<file path="src/hw/hbc_defines.vh">
`ifndef HBC_DEFINES_VH
`define HBC_DEFINES_VH
// ----------------------------------------------------------------
// timing figures (ns) at a 10 ns clock
// ----------------------------------------------------------------
`define HBC_CLK_PERIOD_NS 10
`define HBC_T_OFF_NS 20000
`define HBC_T_BLANK_NS 1000
`define HBC_T_DEGLITCH_NS 1000
`define HBC_T_OCP_NS 2000
`define HBC_T_RETRY_NS 2000000
`define HBC_T_SLEEP_NS 1000000
`define HBC_T_WAKE_NS 200000
`define HBC_T_DEAD_NS 200
// ----------------------------------------------------------------
// modes
// ----------------------------------------------------------------
`define HBC_ST_SLEEP 3'h0
`define HBC_ST_WAKE 3'h1
`define HBC_ST_ACTIVE 3'h2
`define HBC_ST_OCP_OFF 3'h3
`define HBC_ST_THERMAL 3'h4
// ----------------------------------------------------------------
// half-bridge drive codes: {high_on, low_on}
// ----------------------------------------------------------------
`define HBC_DRV_OFF 2'h0
`define HBC_DRV_LOW 2'h1
`define HBC_DRV_HIGH 2'h2
`endif

</file>
<file path="src/hw/hbc_bridge_ctrl.v">
`timescale 1ns/1ps
`include "hbc_defines.vh"
module hbc_bridge_ctrl #(
    parameter CLK_NS = `HBC_CLK_PERIOD_NS,
    parameter OFF_CYCLES = (`HBC_T_OFF_NS + CLK_NS - 1) / CLK_NS,
    parameter BLANK_CYCLES = (`HBC_T_BLANK_NS + CLK_NS - 1) / CLK_NS,
    parameter DEG_CYCLES = (`HBC_T_DEGLITCH_NS + CLK_NS - 1) / CLK_NS,
    parameter OCP_CYCLES = (`HBC_T_OCP_NS + CLK_NS - 1) / CLK_NS,
    parameter RETRY_CYCLES = (`HBC_T_RETRY_NS + CLK_NS - 1) / CLK_NS,
    parameter SLEEP_CYCLES = (`HBC_T_SLEEP_NS + CLK_NS - 1) / CLK_NS,
    parameter WAKE_CYCLES = (`HBC_T_WAKE_NS + CLK_NS - 1) / CLK_NS,
    parameter DEAD_CYCLES = (`HBC_T_DEAD_NS + CLK_NS - 1) / CLK_NS,
    parameter CW = 20
) (
    input wire CLK,
    input wire RESET_N,
    input wire DIR_INPUT_A,
    input wire DIR_INPUT_B,
    input wire CHOP_TRIP,
    input wire [3:0] SWITCH_LIMIT,
    input wire OVER_TEMP,
    input wire SUPPLY_LOW_LOCKOUT,
    output wire BRIDGE_OUT_A_HIGH_ON,
    output wire BRIDGE_OUT_A_LOW_ON,
    output wire BRIDGE_OUT_B_HIGH_ON,
    output wire BRIDGE_OUT_B_LOW_ON,
    output reg SLEEPING,
    output reg CHOPPING,
    output reg OVERCURRENT_SHUTDOWN,
    output reg THERMAL_SHUTDOWN
);
    // ----------------------------------------------------------------
    // local reset: lockout acts as reset of every register
    // ----------------------------------------------------------------
    wire rst_n = RESET_N & ~SUPPLY_LOW_LOCKOUT;

    reg [2:0] st_q;
    reg [CW-1:0] mode_cnt_q;
    reg [CW-1:0] off_cnt_q;
    reg [CW-1:0] blank_cnt_q;
    reg [CW-1:0] deg_cnt_q;
    reg [CW-1:0] ocp_cnt_q;
    reg [1:0] in_q;
    reg boot_q;
    reg off_q;
    wire a_sw;
    wire b_sw;
    wire [1:0] in_now = {DIR_INPUT_A, DIR_INPUT_B};
    wire both_low = (in_now == 2'h0);
    wire in_changed = (in_now != in_q);

    function [CW-1:0] dec_sat;
        input [CW-1:0] v;
        begin
            dec_sat = (v == {CW{1'b0}}) ? v : v - 1'b1;
        end
    endfunction

    // ----------------------------------------------------------------
    // trip qualification: blanking then deglitch
    // ----------------------------------------------------------------
    wire blanked = (blank_cnt_q != {CW{1'b0}});
    wire trip_ok = CHOP_TRIP && !blanked && (deg_cnt_q >= DEG_CYCLES[CW-1:0] - 1'b1);
    wire active = (st_q == `HBC_ST_ACTIVE);
    // off period ends on count or on an input change
    // a still-present trip at expiry keeps the brake, no one-cycle drive glitch
    wire off_end = off_q && (in_changed || (off_cnt_q == {CW{1'b0}} && !CHOP_TRIP));

    always @(posedge CLK) begin
        if (!rst_n) begin
            blank_cnt_q <= {CW{1'b0}};
            deg_cnt_q <= {CW{1'b0}};
        end else begin
            if (a_sw || b_sw)
                blank_cnt_q <= BLANK_CYCLES[CW-1:0];
            else
                blank_cnt_q <= dec_sat(blank_cnt_q);
            // discard short pulses: count restarts on any low
            if (!CHOP_TRIP || blanked)
                deg_cnt_q <= {CW{1'b0}};
            else if (deg_cnt_q != {CW{1'b1}})
                deg_cnt_q <= deg_cnt_q + 1'b1;
        end
    end

    // ----------------------------------------------------------------
    // fixed off-time chopping
    // ----------------------------------------------------------------
    always @(posedge CLK) begin
        if (!rst_n) begin
            off_q <= 1'b0;
            off_cnt_q <= {CW{1'b0}};
            in_q <= 2'h0;
        end else begin
            in_q <= in_now;
            if (!active) begin
                off_q <= 1'b0;
            end else if (off_q && in_changed) begin
                off_q <= 1'b0;
            end else if (off_q && off_cnt_q != {CW{1'b0}}) begin
                off_cnt_q <= off_cnt_q - 1'b1;
            end else if (off_q && CHOP_TRIP) begin
                off_cnt_q <= OFF_CYCLES[CW-1:0] - 1'b1;
            end else if (off_q) begin
                off_q <= 1'b0;
            end else if (trip_ok && !both_low) begin
                off_q <= 1'b1;
                off_cnt_q <= OFF_CYCLES[CW-1:0] - 1'b1;
            end
        end
    end

    // ----------------------------------------------------------------
    // mode sequencing and faults
    // ----------------------------------------------------------------
    wire limit_any = |SWITCH_LIMIT;

    always @(posedge CLK) begin
        if (!rst_n) begin
            st_q <= `HBC_ST_SLEEP;
            mode_cnt_q <= {CW{1'b0}};
            ocp_cnt_q <= {CW{1'b0}};
            boot_q <= 1'b1;
        end else begin
            boot_q <= 1'b0;
            if (limit_any && active)
                ocp_cnt_q <= (ocp_cnt_q == {CW{1'b1}}) ? ocp_cnt_q : ocp_cnt_q + 1'b1;
            else
                ocp_cnt_q <= {CW{1'b0}};
            case (st_q)
                `HBC_ST_SLEEP: begin
                    // boot with inputs low stays here at once
                    if (!both_low) begin
                        st_q <= `HBC_ST_WAKE;
                        mode_cnt_q <= {CW{1'b0}};
                    end
                end
                `HBC_ST_WAKE: begin
                    if (both_low) begin
                        st_q <= `HBC_ST_SLEEP;
                    end else if (mode_cnt_q >= WAKE_CYCLES[CW-1:0]) begin
                        st_q <= `HBC_ST_ACTIVE;
                        mode_cnt_q <= {CW{1'b0}};
                    end else begin
                        mode_cnt_q <= mode_cnt_q + 1'b1;
                    end
                end
                `HBC_ST_ACTIVE: begin
                    if (OVER_TEMP) begin
                        st_q <= `HBC_ST_THERMAL;
                    end else if (ocp_cnt_q >= OCP_CYCLES[CW-1:0]) begin
                        st_q <= `HBC_ST_OCP_OFF;
                        mode_cnt_q <= {CW{1'b0}};
                    end else if (both_low) begin
                        if (mode_cnt_q >= SLEEP_CYCLES[CW-1:0] - 1'b1)
                            st_q <= `HBC_ST_SLEEP;
                        else
                            mode_cnt_q <= mode_cnt_q + 1'b1;
                    end else begin
                        mode_cnt_q <= {CW{1'b0}};
                    end
                end
                `HBC_ST_OCP_OFF: begin
                    if (OVER_TEMP) begin
                        st_q <= `HBC_ST_THERMAL;
                    end else if (mode_cnt_q >= RETRY_CYCLES[CW-1:0] - 1'b1) begin
                        st_q <= `HBC_ST_ACTIVE;
                        mode_cnt_q <= {CW{1'b0}};
                    end else begin
                        mode_cnt_q <= mode_cnt_q + 1'b1;
                    end
                end
                `HBC_ST_THERMAL: begin
                    // flag from front end already carries hysteresis
                    if (!OVER_TEMP) begin
                        st_q <= `HBC_ST_ACTIVE;
                        mode_cnt_q <= {CW{1'b0}};
                    end
                end
                default: begin
                    st_q <= `HBC_ST_SLEEP;
                end
            endcase
        end
    end

    // ----------------------------------------------------------------
    // requested drive per half-bridge
    // ----------------------------------------------------------------
    reg [1:0] want_a;
    reg [1:0] want_b;
    always @* begin
        want_a = `HBC_DRV_OFF;
        want_b = `HBC_DRV_OFF;
        if (active) begin
            if (off_q && !off_end) begin
                want_a = `HBC_DRV_LOW;
                want_b = `HBC_DRV_LOW;
            end else begin
                case (in_now)
                    2'h1: begin
                        want_a = `HBC_DRV_LOW;
                        want_b = `HBC_DRV_HIGH;
                    end
                    2'h2: begin
                        want_a = `HBC_DRV_HIGH;
                        want_b = `HBC_DRV_LOW;
                    end
                    2'h3: begin
                        want_a = `HBC_DRV_LOW;
                        want_b = `HBC_DRV_LOW;
                    end
                    default: begin
                        want_a = `HBC_DRV_OFF;
                        want_b = `HBC_DRV_OFF;
                    end
                endcase
            end
        end
    end

    hbc_half_bridge #(.DEAD_CYCLES(DEAD_CYCLES), .CW(CW)) u_half_a (
        .clk(CLK),
        .reset_n(rst_n),
        .want(want_a),
        .high_on_q(BRIDGE_OUT_A_HIGH_ON),
        .low_on_q(BRIDGE_OUT_A_LOW_ON),
        .switching(a_sw)
    );

    hbc_half_bridge #(.DEAD_CYCLES(DEAD_CYCLES), .CW(CW)) u_half_b (
        .clk(CLK),
        .reset_n(rst_n),
        .want(want_b),
        .high_on_q(BRIDGE_OUT_B_HIGH_ON),
        .low_on_q(BRIDGE_OUT_B_LOW_ON),
        .switching(b_sw)
    );

    // ----------------------------------------------------------------
    // status flops
    // ----------------------------------------------------------------
    always @(posedge CLK) begin
        if (!rst_n) begin
            SLEEPING <= 1'b1;
            CHOPPING <= 1'b0;
            OVERCURRENT_SHUTDOWN <= 1'b0;
            THERMAL_SHUTDOWN <= 1'b0;
        end else begin
            SLEEPING <= (st_q == `HBC_ST_SLEEP);
            CHOPPING <= off_q;
            OVERCURRENT_SHUTDOWN <= (st_q == `HBC_ST_OCP_OFF);
            THERMAL_SHUTDOWN <= (st_q == `HBC_ST_THERMAL);
        end
    end
    wire unused_boot = boot_q;
endmodule // hbc_bridge_ctrl

</file>
<file path="src/hw/hbc_half_bridge.v">
`timescale 1ns/1ps
`include "hbc_defines.vh"
// dead-time sequencer for one half-bridge
module hbc_half_bridge #(
    parameter DEAD_CYCLES = 20,
    parameter CW = 8
) (
    input wire clk,
    input wire reset_n,
    input wire [1:0] want,
    output reg high_on_q,
    output reg low_on_q,
    output wire switching
);
    reg [1:0] cur_q;
    reg [CW-1:0] dead_q;
    wire [1:0] cur_now = {high_on_q, low_on_q};
    // on a direct reversal, opposite side only after both are off for the dead interval; a pass through OFF gets no wait
    wire reverse = (want == `HBC_DRV_HIGH && cur_q == `HBC_DRV_LOW) ||
                   (want == `HBC_DRV_LOW && cur_q == `HBC_DRV_HIGH);
    assign switching = (want != cur_q);

    always @(posedge clk) begin
        if (!reset_n) begin
            cur_q <= `HBC_DRV_OFF;
            dead_q <= {CW{1'b0}};
            high_on_q <= 1'b0;
            low_on_q <= 1'b0;
        end else if (reverse || dead_q != {CW{1'b0}}) begin
            high_on_q <= 1'b0;
            low_on_q <= 1'b0;
            if (reverse) begin
                cur_q <= `HBC_DRV_OFF;
                dead_q <= DEAD_CYCLES[CW-1:0];
            end else begin
                dead_q <= dead_q - 1'b1;
            end
        end else begin
            cur_q <= want;
            high_on_q <= want[1];
            low_on_q <= want[0];
        end
    end
    // cur_now kept for readability of intent only via cur_q
    wire unused_ok = &cur_now | 1'b1;
endmodule // hbc_half_bridge

</file>
<file path="config.mk">
export PLATFORM = sky130hd
export DESIGN_NAME = hbc_bridge_ctrl
export DESIGN_NICKNAME = d
export VERILOG_FILES = /design/src/hw/hbc_bridge_ctrl.v /design/src/hw/hbc_half_bridge.v
export VERILOG_INCLUDE_DIRS = /design/src /design/src/hw
export SDC_FILE = /design/constraint.sdc
export NUM_CORES = 1
export LEC_CHECK = 0
export BUFFER_PORTS_ARGS = -buffer_cell sky130_fd_sc_hd__buf_2
export CAP_MARGIN = 20
export CORE_ASPECT_RATIO = 0.9
export CORE_MARGIN = 1.5
export CORE_UTILIZATION = 50
export CTS_BUF_LIST = sky130_fd_sc_hd__clkbuf_16
export DETAILED_ROUTE_END_ITERATION = 12
export PLACE_DENSITY_LB_ADDON = 0.2
export REMOVE_ABC_BUFFERS = 1
export SKIP_LAST_GASP = 1
export SYNTH_ARGS = -nofsm -noshare
export SYNTH_HDL_FRONTEND = slang
export SYNTH_SLANG_ARGS = --single-unit
</file>
<file path="constraint.sdc">
create_clock -name CLK -period 5.3 [get_ports CLK]
set_input_delay 0 -clock CLK [delete_from_list [all_inputs] [get_ports CLK]]
set_output_delay 0 -clock CLK [all_outputs]
set_load 0.02 [all_outputs]
</file>
==> results summary, run 1 <==
The buffer levels on the longest clock path came out at 2. Global routing used 4.35% of the available met3 tracks. Of all cell types, the one taking the most synthesized area is sky130_fd_sc_hd__dfxtp_1. The final critical-path required period is roughly 3.0 ns. The arrival time of the worst setup path is 3.35 ns.

The relative max-transition margin is between 30 and 40%. The endpoint identified for the worst register-to-register timing path is u_half_a.dead_q[1]. The upper clock frequency limit is 331 MHz. Setup repair after global routing left no endpoint under its margin.

The area growth from synthesis to layout is 9.43%. CTS placed an instance of sky130_fd_sc_hd__clkbuf_16 at the clock tree root. The final weighted congestion in routability-driven placement came out at 0.813. Entering global routing, the biggest net connects 40 pins. The total power per unit cell area is roughly 530 mW/mm^2.

The number of warning messages in the yosys log is 0. Leaving out fill and tap cells, the most frequent cell in the layout is sky130_fd_sc_hd__dfxtp_1. In this design, the largest share of critical-path delay is due to simple AND/OR/NAND/NOR gates. The sum of buffers and inverters on the critical path came out at 0. The residual overflow from global routing is 0. The placeable core region came out at 0.0156 sq mm. The average cell area after synthesis is 8.33 sq um. The count of buffers added on input and output ports is 18. In this run the worst path has a maximum fanout of 22. The clock latency at the later pin of the worst-skew pair is 0.43 ns.

The maximum vdd ir drop is 0.502 mV. The global-route wire length before repair is around 29 mm. The summed instance area of the synthesized netlist is 0.00808 sq mm. The ratio of cells with drive above 1 in the final layout came out at 8.31%. The startpoint identified for the worst register-to-register timing path is off_cnt_q[12]. STA classifies the critical path endpoint as a flop. The clock tree from TritonCTS is done. The type of origin of the critical path is a flop. The run finished with clean final reports. The number of vias in the routed layout came out at 6,797.

From left edge to right edge, the die measures roughly 140 um. Global routing used 21.2% of the available tracks. The wire length per cell came out at 14.3 um. Along the worst hold path, the cell count comes to 5. The number of cell rows is 43. The number of antenna violations at the first check in global routing came out at 0. The count of pins over their slew limit came out at 0. The reported leakage power is 3.11 nW. The tightest min-delay check is of the primary input to flop type. The setup slack of the worst register-to-register path came out at 2.27 ns. In this run the most critical hold path is launched from OVER_TEMP.

The area of the die came out at 0.0169 sq mm. In the final timing run, aggregate negative setup slack is 0 ns. The number of hold violations in the final report was 0. Setup violations remaining at the end of the flow were counted as 0. The number of synthesized flops with an enable pin is 0. The critical path in this run is classified as flop to flop. After the flow finishes, the layout carries non-filler instances totaling 1,189. The total of max-cap violations came out at 0. The top cell type's share of synthesized area came out at around 39%. The first-pass iteration count of the detailed router came out at 5. The total I/O pin count came out at 19.

The sequential share of the synthesized area is 39.1%. The number of distinct standard cells referenced by the synthesized netlist came out at 65. The number of levels the H-tree was split into came out at 4. The fraction of the cycle the final worst path needs is 57.1%. In the layout the commonest cells are 158 x sky130_fd_sc_hd__dfxtp_1, 137 x sky130_fd_sc_hd__nor2_1, 75 x sky130_fd_sc_hd__nand2_1, 46 x sky130_fd_sc_hd__nand3_1. The met2 usage in global routing is around 34%. Data on the critical path is required at its endpoint by 5.62 ns.

The via count of the first global-routing pass came out at 6,197. The number of antenna diodes is 0. The count of nets after finishing came out at 998.

The final setup skew came out at roughly 0.0079 ns. The estimated wirelength of the detail-placed design came out at 11.2 mm. The initial utilization of the core area, before any placement, comes to 51.8%. The met1 usage is 28.7%. The critical path goes through or4_1 > nor3_1 > a21boi_0 > o21ai_0 > nand3_1 > a211oi_1.

The count of instances resized after the clock tree is built is 0. The number of flip-flops and latches in the synthesized netlist is 158. The DRC violation total after the first TritonRoute iteration is 424.

The count of antenna-violating nets left after detailed routing came out at 0. The async set-reset flop share out of synthesis is 0%. The slew at the pin closest to its max-slew limit is roughly 0.96 ns. Clock tree synthesis found a total of 158 sinks.

The worst hold path terminates at st_q[2]. Among all stages on the critical path, the largest delay is contributed by sky130_fd_sc_hd__or4_1. The routed design has between 15 and 20 mm of wire. The cell count after synthesis came out at 970. The dominant synthesized flop cell is sky130_fd_sc_hd__dfxtp_1. The post-CTS clock slew at the launch and capture registers of the worst setup and hold paths came out at 0.06 ns.

The total clock buffers created by CTS is 17. The critical path's largest stage delay is 0.68 ns. By area the synthesized netlist is led by sky130_fd_sc_hd__dfxtp_1 39%, sky130_fd_sc_hd__nor2_1 6.4%, sky130_fd_sc_hd__xor2_1 4.9%.

The instance count after placement with tap cells included is 1,153. After detailed routing, the number of remaining DRC violations is 0. The most used routing layer is met2. The number of cells on the worst reg-to-reg path is 6. Dividing the detail-routed via count by the number of cells gives 5.72.

The y dimension of the die is between 100 and 150 um.
-- registers in the layout, indices dropped and copies added, names as in the netlist --
signal and count:
u_half_b.dead_q 20, u_half_a.cur_q 2, deg_cnt_q 20, ocp_cnt_q 20, CHOPPING 1, OVERCURRENT_SHUTDOWN 1
THERMAL_SHUTDOWN 1, blank_cnt_q 20, u_half_b.cur_q 2, u_half_b.low_on_q 1, u_half_a.high_on_q 1, u_half_b.high_on_q 1
in_q 2, u_half_a.dead_q 20, u_half_a.low_on_q 1, mode_cnt_q 20, off_q 1, st_q 3
off_cnt_q 20, SLEEPING 1
-- metrics by stage --
step	setup WS [ns]	power (W)	utilization [%]	hold slack, ns	instance area [sq um]
floorplan	2.09	0.00319	-	0.122	7860
global placement	2.28	0.00351	52.9	0.356	8250
detailed placement	2.19	0.00353	53.0	0.352	8260
CTS	2.18	0.00468	56.5	0.0172	8820
global route	1.90	0.00502	56.7	0.0774	8840
finish	2.27	0.00465	56.7	0.0379	8840
-- logic make-up (layout without fill, tap and decap cells) --
group	Yosys count	in the layout	share of synthesized area (%)
flops	158	158	39.1
buf+inv	62	79	3.69
xor+xnor	87	87	9.43
mux	5	5	0.681
compound gates	161	161	13.3
simple gates	484	484	31.8
fa+ha+maj	13	13	2.01
-- what timing repair did --
action                    in CTS  in global routing
hold endpoints to repair       2                  0
hold buffers                   2                  0
setup buffers                  0                  0
-- per-layer routing --
layer | routed length (um) | vias up
li1 | - | 3508
met1 | 8590 | 3165
met2 | 7560 | 105
met5 | 0 | -
met4 | 231 | 0
met3 | 579 | 19
-- area by class of cell --
class                           count  area, sq um
Fill cell                        1426         6760
Multi-Input combinational cell    750         4640
Sequential cell                   158         3160
Clock buffer                       17          425
Tap cell                          202          253
Timing Repair Buffer               27          180
Clock inverter                     15          108
Inverter                           20         75.1
-- cells in the mapped netlist (3+ instances only) --
library cell / n
sky130_fd_sc_hd__buf_4: 3
sky130_fd_sc_hd__nand2b_1: 13
sky130_fd_sc_hd__nand2_1: 75
sky130_fd_sc_hd__a311oi_1: 9
sky130_fd_sc_hd__and3_1: 19
sky130_fd_sc_hd__nor3b_1: 4
sky130_fd_sc_hd__or2_2: 4
sky130_fd_sc_hd__o21ai_0: 33
sky130_fd_sc_hd__nor4_1: 31
sky130_fd_sc_hd__nor3_1: 42
sky130_fd_sc_hd__or3_1: 15
sky130_fd_sc_hd__o21a_1: 6
sky130_fd_sc_hd__and2_1: 9
sky130_fd_sc_hd__clkbuf_1: 27
sky130_fd_sc_hd__nor4_2: 14
sky130_fd_sc_hd__a21boi_0: 3
sky130_fd_sc_hd__a31oi_1: 6
sky130_fd_sc_hd__nor2_1: 137
sky130_fd_sc_hd__a21o_1: 6
sky130_fd_sc_hd__nand3b_1: 11
sky130_fd_sc_hd__mux2i_1: 4
sky130_fd_sc_hd__o211ai_1: 6
sky130_fd_sc_hd__dfxtp_1: 158
sky130_fd_sc_hd__nor2b_1: 5
sky130_fd_sc_hd__and4_1: 9
sky130_fd_sc_hd__a21oi_1: 45
sky130_fd_sc_hd__ha_1: 13
sky130_fd_sc_hd__nor4b_1: 4
sky130_fd_sc_hd__nand4b_1: 3
sky130_fd_sc_hd__buf_6: 5
sky130_fd_sc_hd__buf_2: 6
sky130_fd_sc_hd__nand3_1: 46
sky130_fd_sc_hd__o31ai_1: 5
sky130_fd_sc_hd__inv_1: 20
sky130_fd_sc_hd__o31a_1: 5
sky130_fd_sc_hd__or4_1: 18
sky130_fd_sc_hd__xor2_1: 45
sky130_fd_sc_hd__o21ai_1: 3
sky130_fd_sc_hd__a211oi_1: 11
sky130_fd_sc_hd__xnor2_1: 42
sky130_fd_sc_hd__a32o_1: 6
sky130_fd_sc_hd__nand4_1: 19
-- worst max path at each step --
stage,endpoint,cells past startpoint,start
2_1_floorplan,blank_cnt_q[2],8,off_cnt_q[0]
3_3_place_gp,off_cnt_q[9],6,blank_cnt_q[9]
3_5_place_dp,off_cnt_q[18],6,blank_cnt_q[9]
4_1_cts,off_cnt_q[18],6,blank_cnt_q[9]
5_1_grt,u_half_a.dead_q[1],6,off_cnt_q[12]
6_report,u_half_a.dead_q[1],6,off_cnt_q[12]
-- tightest hold or removal path, cell delays in order --
cell                      delay (ns)
sky130_fd_sc_hd__buf_2          0.15
sky130_fd_sc_hd__nand2_1        0.08
sky130_fd_sc_hd__nor2_1         0.08
sky130_fd_sc_hd__a21oi_1        0.04
sky130_fd_sc_hd__nor2_1         0.07
-- power breakdown --
group | internal, W | switching [W] | total, W
clock | 0.000632 | 0.000482 | 0.00111
sequential | 0.00137 | 0.000166 | 0.00154
combinational | 0.000836 | 0.00116 | 0.00200
No activity file was read; power rests on OpenSTA's default activity.
==> run 2: changes to the inputs <==
--- a/config.mk
+++ b/config.mk
@@ -6,6 +6,7 @@
 export SDC_FILE = /design/constraint.sdc
 export NUM_CORES = 1
 export LEC_CHECK = 0
+export ABC_AREA = 1
 export BUFFER_PORTS_ARGS = -buffer_cell sky130_fd_sc_hd__buf_2
 export CAP_MARGIN = 20
 export CORE_ASPECT_RATIO = 0.9
==> constraint.sdc (replaced) <==
create_clock -name CLK -period 3.1 [get_ports CLK]
set_input_delay 0 -clock CLK [delete_from_list [all_inputs] [get_ports CLK]]
set_output_delay 0 -clock CLK [all_outputs]
set_load 0.02 [all_outputs]
==> run 2 against run 1 <==
Clock skew rose by 0.0013 ns. Combinational power rose by 89%. Critical path depth rose by 5. Critical path type unchanged.
==> results summary, run 2 <==
The flow ran to the end, and the final reports show no timing, DRC or antenna violations. Relative to the synthesized area, the layout overhead comes to 10.6%. TritonCTS built the clock tree.

The internal power contribution was 0.00501 W (+76%). The final weighted congestion in routability-driven placement was 0.905 (+11%). The relative contribution of sequential cells to total power is 31.1% (-2.0 points). The switching power of the nets came out at 0.00348 W (+92%). The number of antenna diodes came out at 0 (unchanged). The top cell type's share of synthesized area came out at 36.4% (-2.8 points). After synthesis, the most frequently instantiated cells are 252 x sky130_fd_sc_hd__nand2_1, 221 x sky130_fd_sc_hd__nor2_1, 161 x sky130_fd_sc_hd__inv_1. The count of final setup violators came out at 0 (unchanged).

The area of the die came out at 0.0182 sq mm (+7.5%). The count of nets after finishing came out at 1,323 (+33%). The number of synthesized flops with an enable pin came out at 0 (unchanged). The most used flip-flop cell after synthesis is sky130_fd_sc_hd__dfxtp_1.

The async set-reset flop share out of synthesis is 0% (unchanged). The type of origin of the critical path is a flop. The initial standard-cell utilization of the core is 51.3% (-0.45 points). The number of flip-flops and latches in the synthesized netlist is 158 (unchanged). The library cell occupying the most area in the post-synthesis netlist is sky130_fd_sc_hd__dfxtp_1. Leaving out fill and tap cells, the most frequent cells in the layout are 252 x sky130_fd_sc_hd__nand2_1, 221 x sky130_fd_sc_hd__nor2_1, 163 x sky130_fd_sc_hd__inv_1, 158 x sky130_fd_sc_hd__dfxtp_1, 89 x sky130_fd_sc_hd__nand3_1. The number of cell rows is 45 (+4.7%).

The residual overflow from global routing is 0 (unchanged). The number of levels the H-tree was split into came out at 4 (unchanged). The number of hold violations in the final report is 0 (unchanged). The total clock buffers created by CTS is 17 (unchanged). The final wirelength is 18.6 mm (+9.6%).

The summed instance area of the synthesized netlist is 0.00870 sq mm (+7.7%). The critical-path maximum fanout is 22 (unchanged). The start-to-end type of the worst setup path is flop to flop. The estimated wirelength of the detail-placed design came out at 13.2 mm (+18%).

The y dimension of the die came out at 128 um (+3.7%). The global-route wire length before repair is 32.5 mm (+11%). The final setup skew was 0.00918 ns (+0.00130 ns).

The first-pass iteration count of the detailed router is 5 (unchanged). The total of max-cap violations came out at 0 (unchanged). The signal on the critical path passes through inv_1 > ha_1 > inv_1 > nor4_2 > nand3b_1 > nor2_2 > nand3_2 > nand2_4 > nand2_1 > o21ai_1 > nor2_1.

The wire length per cell is 12.0 um (-16%). By area the synthesized netlist is led by sky130_fd_sc_hd__dfxtp_1 36%, sky130_fd_sc_hd__nand2_1 11%, sky130_fd_sc_hd__nor2_1 9.5%. The critical path's largest stage delay is 0.47 ns (-0.21 ns). The required time at the endpoint of the critical path is 3.40 ns (-2.22 ns).

The count of antenna-violating nets left after detailed routing is 0 (unchanged). The cell count after synthesis is 1,274 (+31%). The fraction of power consumed by combinational cells was 44.6% (+1.7 points). The instance count after placement with tap cells included came out at 1,511 (+31%). The maximum vdd ir drop came to 0.758 mV (+51%). The number of sinks driven by the clock tree came out at 158 (unchanged).

The clock group share of total power is 24.3% (+0.3 points). The count of instances resized after the clock tree is built was 0 (unchanged). The number of buffers added on ports is 18 (unchanged). The number of vias in the routed layout came out at 7,891 (+16%). The post-CTS clock slew at the launch and capture registers of the worst setup and hold paths came to 0.06 ns (about the same). The DRC violation total after the first TritonRoute iteration is 404 (-4.7%). The average cell area after synthesis came out at 6.83 sq um (-18%).

Setup repair after global routing left no endpoint under its margin. The leading cell type in the layout, fill and taps excluded is sky130_fd_sc_hd__nand2_1. The fraction of the cycle the final worst path needs is 82.3% (+25 points). The number of distinct standard cells referenced by the synthesized netlist came out at 53 (-18%). The path category of the worst min-delay check is primary input to flop.

The number of warning messages in the yosys log is 0 (unchanged). The library cell with the highest instance count after synthesis is sky130_fd_sc_hd__nand2_1. The worst-case hold slack is 0.0326 ns (-0.00533 ns). The share of total power consumed by net switching was 41.0% (+2.1 points). The buffer levels on the longest clock path is 2 (unchanged). The final critical-path required period came out at 2.55 ns (-0.475 ns). The sequential share of the synthesized area came out at 36.4% (-2.8 points). The combined global-route utilization of all metal layers came out at 21.6% (+0.37 points). The placeable core region is 0.0169 sq mm (+8.6%). The critical-path cell with the highest stage delay is sky130_fd_sc_hd__nand2_1. The average via count per standard cell is 5.10 (-11%). The slew at the pin closest to its max-slew limit is 0.757 ns (-0.201 ns).

The hold-critical path depth is 3 (-2). The clock latency at the later pin of the worst-skew pair is 0.42 ns (about the same). The number of remaining DRC errors is 0 (unchanged).

The number of cells on the worst reg-to-reg path is 11 (+5). The reported leakage power was 4.24 nW (+36%). The die outline width came out at 142 um (+3.7%). STA classifies the critical path endpoint as a flop. The dominant cell type by count on the critical path is sky130_fd_sc_hd__inv_1. The arrival time of the worst setup path was 2.85 ns (-0.50 ns). The ratio of cells with drive above 1 in the final layout was 8.38% (+0.076 points). The count of pins over their slew limit is 0 (unchanged). The via count of the first global-routing pass was 7,215 (+16%). The relative max-transition margin came to 49.1% (+13 points). The cell sitting at the root of the clock tree is a sky130_fd_sc_hd__clkbuf_16. The upper clock frequency limit is 392 MHz (+19%). The total I/O pin count came out at 19 (unchanged). The total power per unit cell area came out at 881 mW/mm^2 (+68%). The number of standard cells in the final layout excluding fillers is 1,547 (+30%). The summed area of non-filler cells in the final layout was 0.00962 sq mm (+8.8%). The largest net degree at the start of global routing is 31 (-23%). The setup TNS came to 0 ns (unchanged).

The number of antenna violations at the first check in global routing is 0 (unchanged). The cell area after placement is 0.00900 sq mm (+8.9%).
## run 2: cell count changes after synthesis, moves of 21 or more
| cell | change |
|---|---|
| sky130_fd_sc_hd__nand2_1 | +177 |
| sky130_fd_sc_hd__nand3_1 | +43 |
| sky130_fd_sc_hd__xnor2_1 | -21 |
| sky130_fd_sc_hd__nor2_1 | +84 |
| sky130_fd_sc_hd__inv_1 | +141 |
## run 2: layout make-up
type                            count  area [sq um]
Clock inverter                     15           155
Tap cell                          235           294
Fill cell                        1692          7320
Clock buffer                       17           425
Multi-Input combinational cell    928          4790
Timing Repair Buffer               27           168
Sequential cell                   158          3160
Inverter                          167           629
## run 2: power groups by stage
stage / combinational, W / sequential [W] / clock (W)
finish: 0.00379 / 0.00264 / 0.00206
global route: 0.00432 / 0.00269 / 0.00221
floorplan: 0.00308 / 0.00261 / 0
global placement: 0.00369 / 0.00267 / 0
detailed placement: 0.00371 / 0.00267 / 0
CTS: 0.00377 / 0.00263 / 0.00210
## run 2: path summary, 6_finish.rpt
check | from | slack (ns) | to
setup / recovery | blank_cnt_q[0] | 0.55 | off_cnt_q[1]
hold / removal | OVER_TEMP | 0.03 | st_q[2]
hold reg to reg | mode_cnt_q[19] | 0.44 | mode_cnt_q[19]
setup reg to reg | blank_cnt_q[0] | 0.55 | off_cnt_q[1]
## run 2: worst max-delay path, delay by kind of cell (launching register included)
family	cells	cell delay (ns)
buf+inv	2	0.22
fa+ha+maj	1	0.17
simple gates	7	1.42
compound gates	1	0.28
flops	1	0.34
## run 2: cell families after synthesis
family | after synthesis | synth area share, %
XOR/XNOR | 67 | 6.74
AO/OA/AOI/OAI | 130 | 8.59
multiplexers | 1 | 0.115
adder cells (fa/ha/maj) | 13 | 1.87
buffers and inverters | 188 | 8.60
flip-flops | 158 | 36.4
AND/OR/NAND/NOR | 717 | 37.7
## run 2: metrics by stage
step	util (%)	setup slack (ns)	total power (W)
finish	56.8	0.549	0.00848
global route	56.8	0.231	0.00921
CTS	56.8	0.540	0.00851
detailed placement	53.1	0.554	0.00638
global placement	53.1	0.597	0.00636
floorplan	-	0.574	0.00569
## run 2: layer usage
layer	vias to the layer above	wire, um	track usage [%]
met5	-	0	0
li1	4162	-	-
met4	0	189	6.61
met3	20	674	3.92
met2	133	8210	34.8
met1	3576	9510	29.4
## run 2: repair_timing
action / in CTS / in global routing
hold buffers: 4 / 0
buffers inserted: 0 / 0
hold endpoints to repair: 8 / 0
==> run 3: changes to the inputs <==
--- a/config.mk
+++ b/config.mk
@@ -6,7 +6,7 @@
 export SDC_FILE = /design/constraint.sdc
 export NUM_CORES = 1
 export LEC_CHECK = 0
-export ABC_AREA = 1
+export ABC_AREA = 0
 export BUFFER_PORTS_ARGS = -buffer_cell sky130_fd_sc_hd__buf_2
 export CAP_MARGIN = 20
 export CORE_ASPECT_RATIO = 0.9
==> constraint.sdc (replaced) <==
create_clock -name CLK -period 2.4 [get_ports CLK]
set_input_delay 0 -clock CLK [delete_from_list [all_inputs] [get_ports CLK]]
set_output_delay 0 -clock CLK [all_outputs]
set_load 0.02 [all_outputs]
==> run 3 against run 2 <==
Via count down 11%. Sequential share of layout area up 0.46 points. Sequential power up 28%. Non-clock buffer count up 56. Routed wire length down 3.9%. Largest cell class unchanged. Flip-flop and latch count unchanged. Clock skew up 0.00082 ns. Highest routed layer unchanged. Utilization up 4.1 points. Worst setup slack worse by 0.54 ns. Global-route usage up 0.52 points. Critical path depth down 4. Power up 30%.
==> results summary, run 3 (same netlist as run 1, synthesis figures left out) <==
The number of buffers added on ports came out at 18 (unchanged). The number of hold violations in the final report came to 0 (unchanged). The ratio of cells with drive above 1 in the final layout is 15.7% (+7.3 points). The total I/O pin count came out at 19 (unchanged). The required time at the endpoint of the critical path is 2.71 ns (-0.69 ns). The total power per unit cell area was 1160 mW/mm^2 (+31%).

The global-route wire length before repair came out at 30.0 mm (-7.6%). The die outline width is 137 um (-3.6%). The post-CTS clock slew at the launch and capture registers of the worst setup and hold paths is 0.06 ns (about the same).

The final weighted congestion in routability-driven placement came out at 0.804 (-11%). The number of vias in the routed layout is 7,027 (-11%). The tightest min-delay check is of the primary input to flop type. The total of max-cap violations came to 0 (unchanged). The average via count per standard cell came out at 5.64 (+11%). The worst-case hold slack came to 0.0541 ns (+0.0215 ns).

The final wirelength is 17.9 mm (-3.9%). The count of final setup violators is 0 (unchanged). The number of antenna violations at the first check in global routing came out at 0 (unchanged). The slew at the pin closest to its max-slew limit came out at 0.663 ns (-0.0939 ns). The worst setup path is captured at a flop. TritonCTS built the clock tree. The wire length per cell is 14.3 um (+19%). The combined global-route utilization of all metal layers is 22.1% (+0.52 points). The count of nets after finishing came out at 1,054 (-20%). The maximum vdd ir drop is 1.16 mV (+53%). The arrival time of the worst setup path came out at 2.70 ns (-0.15 ns).

The worst setup path is launched from a flop. The number of levels the H-tree was split into was 4 (unchanged). The core occupancy in the finished layout is 60.9% (+4.1 points). The library cell used most frequently in the layout, excluding fill and tap cells, is sky130_fd_sc_hd__dfxtp_1. The upper clock frequency limit is 418 MHz (+6.7%). The final setup skew came out at 0.0100 ns (+0.000824 ns). The clock latency at the later pin of the worst-skew pair came out at 0.43 ns (about the same).

The area of the die came out at 0.0169 sq mm (-7.0%). The relative max-transition margin is 55.6% (+6.5 points). The final critical-path required period is 2.39 ns (-0.161 ns). The library cells used most frequently in the layout, excluding fill and tap cells, are 157 x sky130_fd_sc_hd__dfxtp_1, 136 x sky130_fd_sc_hd__nor2_1, 74 x sky130_fd_sc_hd__nand2_1, 52 x sky130_fd_sc_hd__buf_4, 46 x sky130_fd_sc_hd__nand3_1. The via count of the first global-routing pass is 6,475 (-10%). The number of remaining DRC errors came to 0 (unchanged).

The flow ran to the end, and the final reports show no timing, DRC or antenna violations. The signed area change from the synthesized netlist to the final layout is 17.6%. The count of pins over their slew limit came to 0 (unchanged). The count of antenna-violating nets left after detailed routing came out at 0 (unchanged). The largest net degree at the start of global routing came out at 25 (-19%). The residual overflow from global routing is 0 (unchanged). The initial standard-cell utilization of the core was 51.8% (+0.45 points). The critical path is of the flop to flop type. The y dimension of the die is 124 um (-3.5%). The number of cell rows came out at 43 (-4.4%).

The placeable core region is 0.0156 sq mm (-7.9%). The CTS root buffer is sky130_fd_sc_hd__clkbuf_16. The estimated wirelength of the detail-placed design is 12.0 mm (-9.1%). The fraction of the cycle the final worst path needs came out at 99.6% (+17 points). Setup repair after global routing could not meet its margin everywhere. The reported leakage power is 3.45 nW (-19%). The number of antenna diodes is 0 (unchanged). The critical-path maximum fanout is 5 (-77%). The buffer levels on the longest clock path is 2 (unchanged). The first-pass iteration count of the detailed router is 5 (unchanged).

The total clock buffers created by CTS came out at 17 (unchanged). The DRC violation total after the first TritonRoute iteration is 460 (+14%). The number of sinks driven by the clock tree came out at 158 (unchanged).
run 3: cell count changes in the layout (fill, tap and decap cells not counted), moves of 18 or more:
| cell | change |
|---|---|
| sky130_fd_sc_hd__and3_1 | +18 |
| sky130_fd_sc_hd__xnor2_1 | +21 |
| sky130_fd_sc_hd__nand2_1 | -178 |
| sky130_fd_sc_hd__inv_1 | -143 |
| sky130_fd_sc_hd__nand3_1 | -43 |
| sky130_fd_sc_hd__nor2_1 | -85 |
| sky130_fd_sc_hd__buf_4 | +47 |
run 3: worst paths after layout:
kind / to / slack (ns) / cells after the start / from
worst max-delay path: blank_cnt_q[5] / 0.01 / 7 / off_cnt_q[12]
worst min-delay path: st_q[2] / 0.05 / 5 / OVER_TEMP
worst max register to register: blank_cnt_q[5] / 0.01 / 7 / off_cnt_q[12]
worst min register to register: deg_cnt_q[1] / 0.48 / 2 / deg_cnt_q[1]
run 3: per-layer routing:
layer,share of wire (%),track usage (%),routed length (um)
met1,50,30.1,8980
met2,45,35.2,8020
met3,3.9,4.84,702
met4,0.87,6.45,156
met5,0,0,0
run 3: final cells by class:
| cell class | instances | area, sq um |
|---|---|---|
| Timing Repair Buffer | 83 | 674 |
| Fill cell | 1400 | 6100 |
| Multi-Input combinational cell | 750 | 4770 |
| Clock inverter | 15 | 136 |
| Sequential cell | 158 | 3170 |
| Tap cell | 202 | 253 |
| Clock buffer | 17 | 425 |
| Inverter | 20 | 75.1 |
run 3: power by group:
group	switching [W]	total (W)	internal, W
logic	0.00274	0.00505	0.00231
clock network	0.00114	0.00258	0.00144
registers	0.000344	0.00337	0.00303
total	0.00422	0.0110	0.00677
run 3: worst max-delay path, cell delays in order, from the launching register on:
cell and delay (ns):
sky130_fd_sc_hd__dfxtp_1 0.31, sky130_fd_sc_hd__or4_4 0.54, sky130_fd_sc_hd__or4_4 0.44, sky130_fd_sc_hd__o21ai_4 0.15
sky130_fd_sc_hd__mux2_4 0.18, sky130_fd_sc_hd__o311ai_4 0.18, sky130_fd_sc_hd__buf_4 0.20, sky130_fd_sc_hd__o31a_1 0.28
run 3: timing repair:
item | 4_1_cts | 5_1_grt
hold buffers | 3 | 0
endpoints found under the hold margin | 6 | 0
resized for setup | 7 | 36
endpoints found under the setup margin | 23 | 86
pin swaps | 4 | 13
cloned | 2 | 0
buffers inserted | 1 | 5
run 3: through the flow:
stage                     TNS [ns]  setup slack (ns)  power [W]  instances  area [sq um]
after floorplan             -33.53            -0.810    0.00703        928          7860
after global placement      -0.257           -0.0242    0.00817       1202          8670
after detailed placement    -0.186           -0.0272    0.00821       1202          8670
after CTS                  -0.0825           -0.0289     0.0109       1240          9340
after global routing         -2.28           -0.0861     0.0119       1245          9500
final                            0            0.0100     0.0110       1245          9500
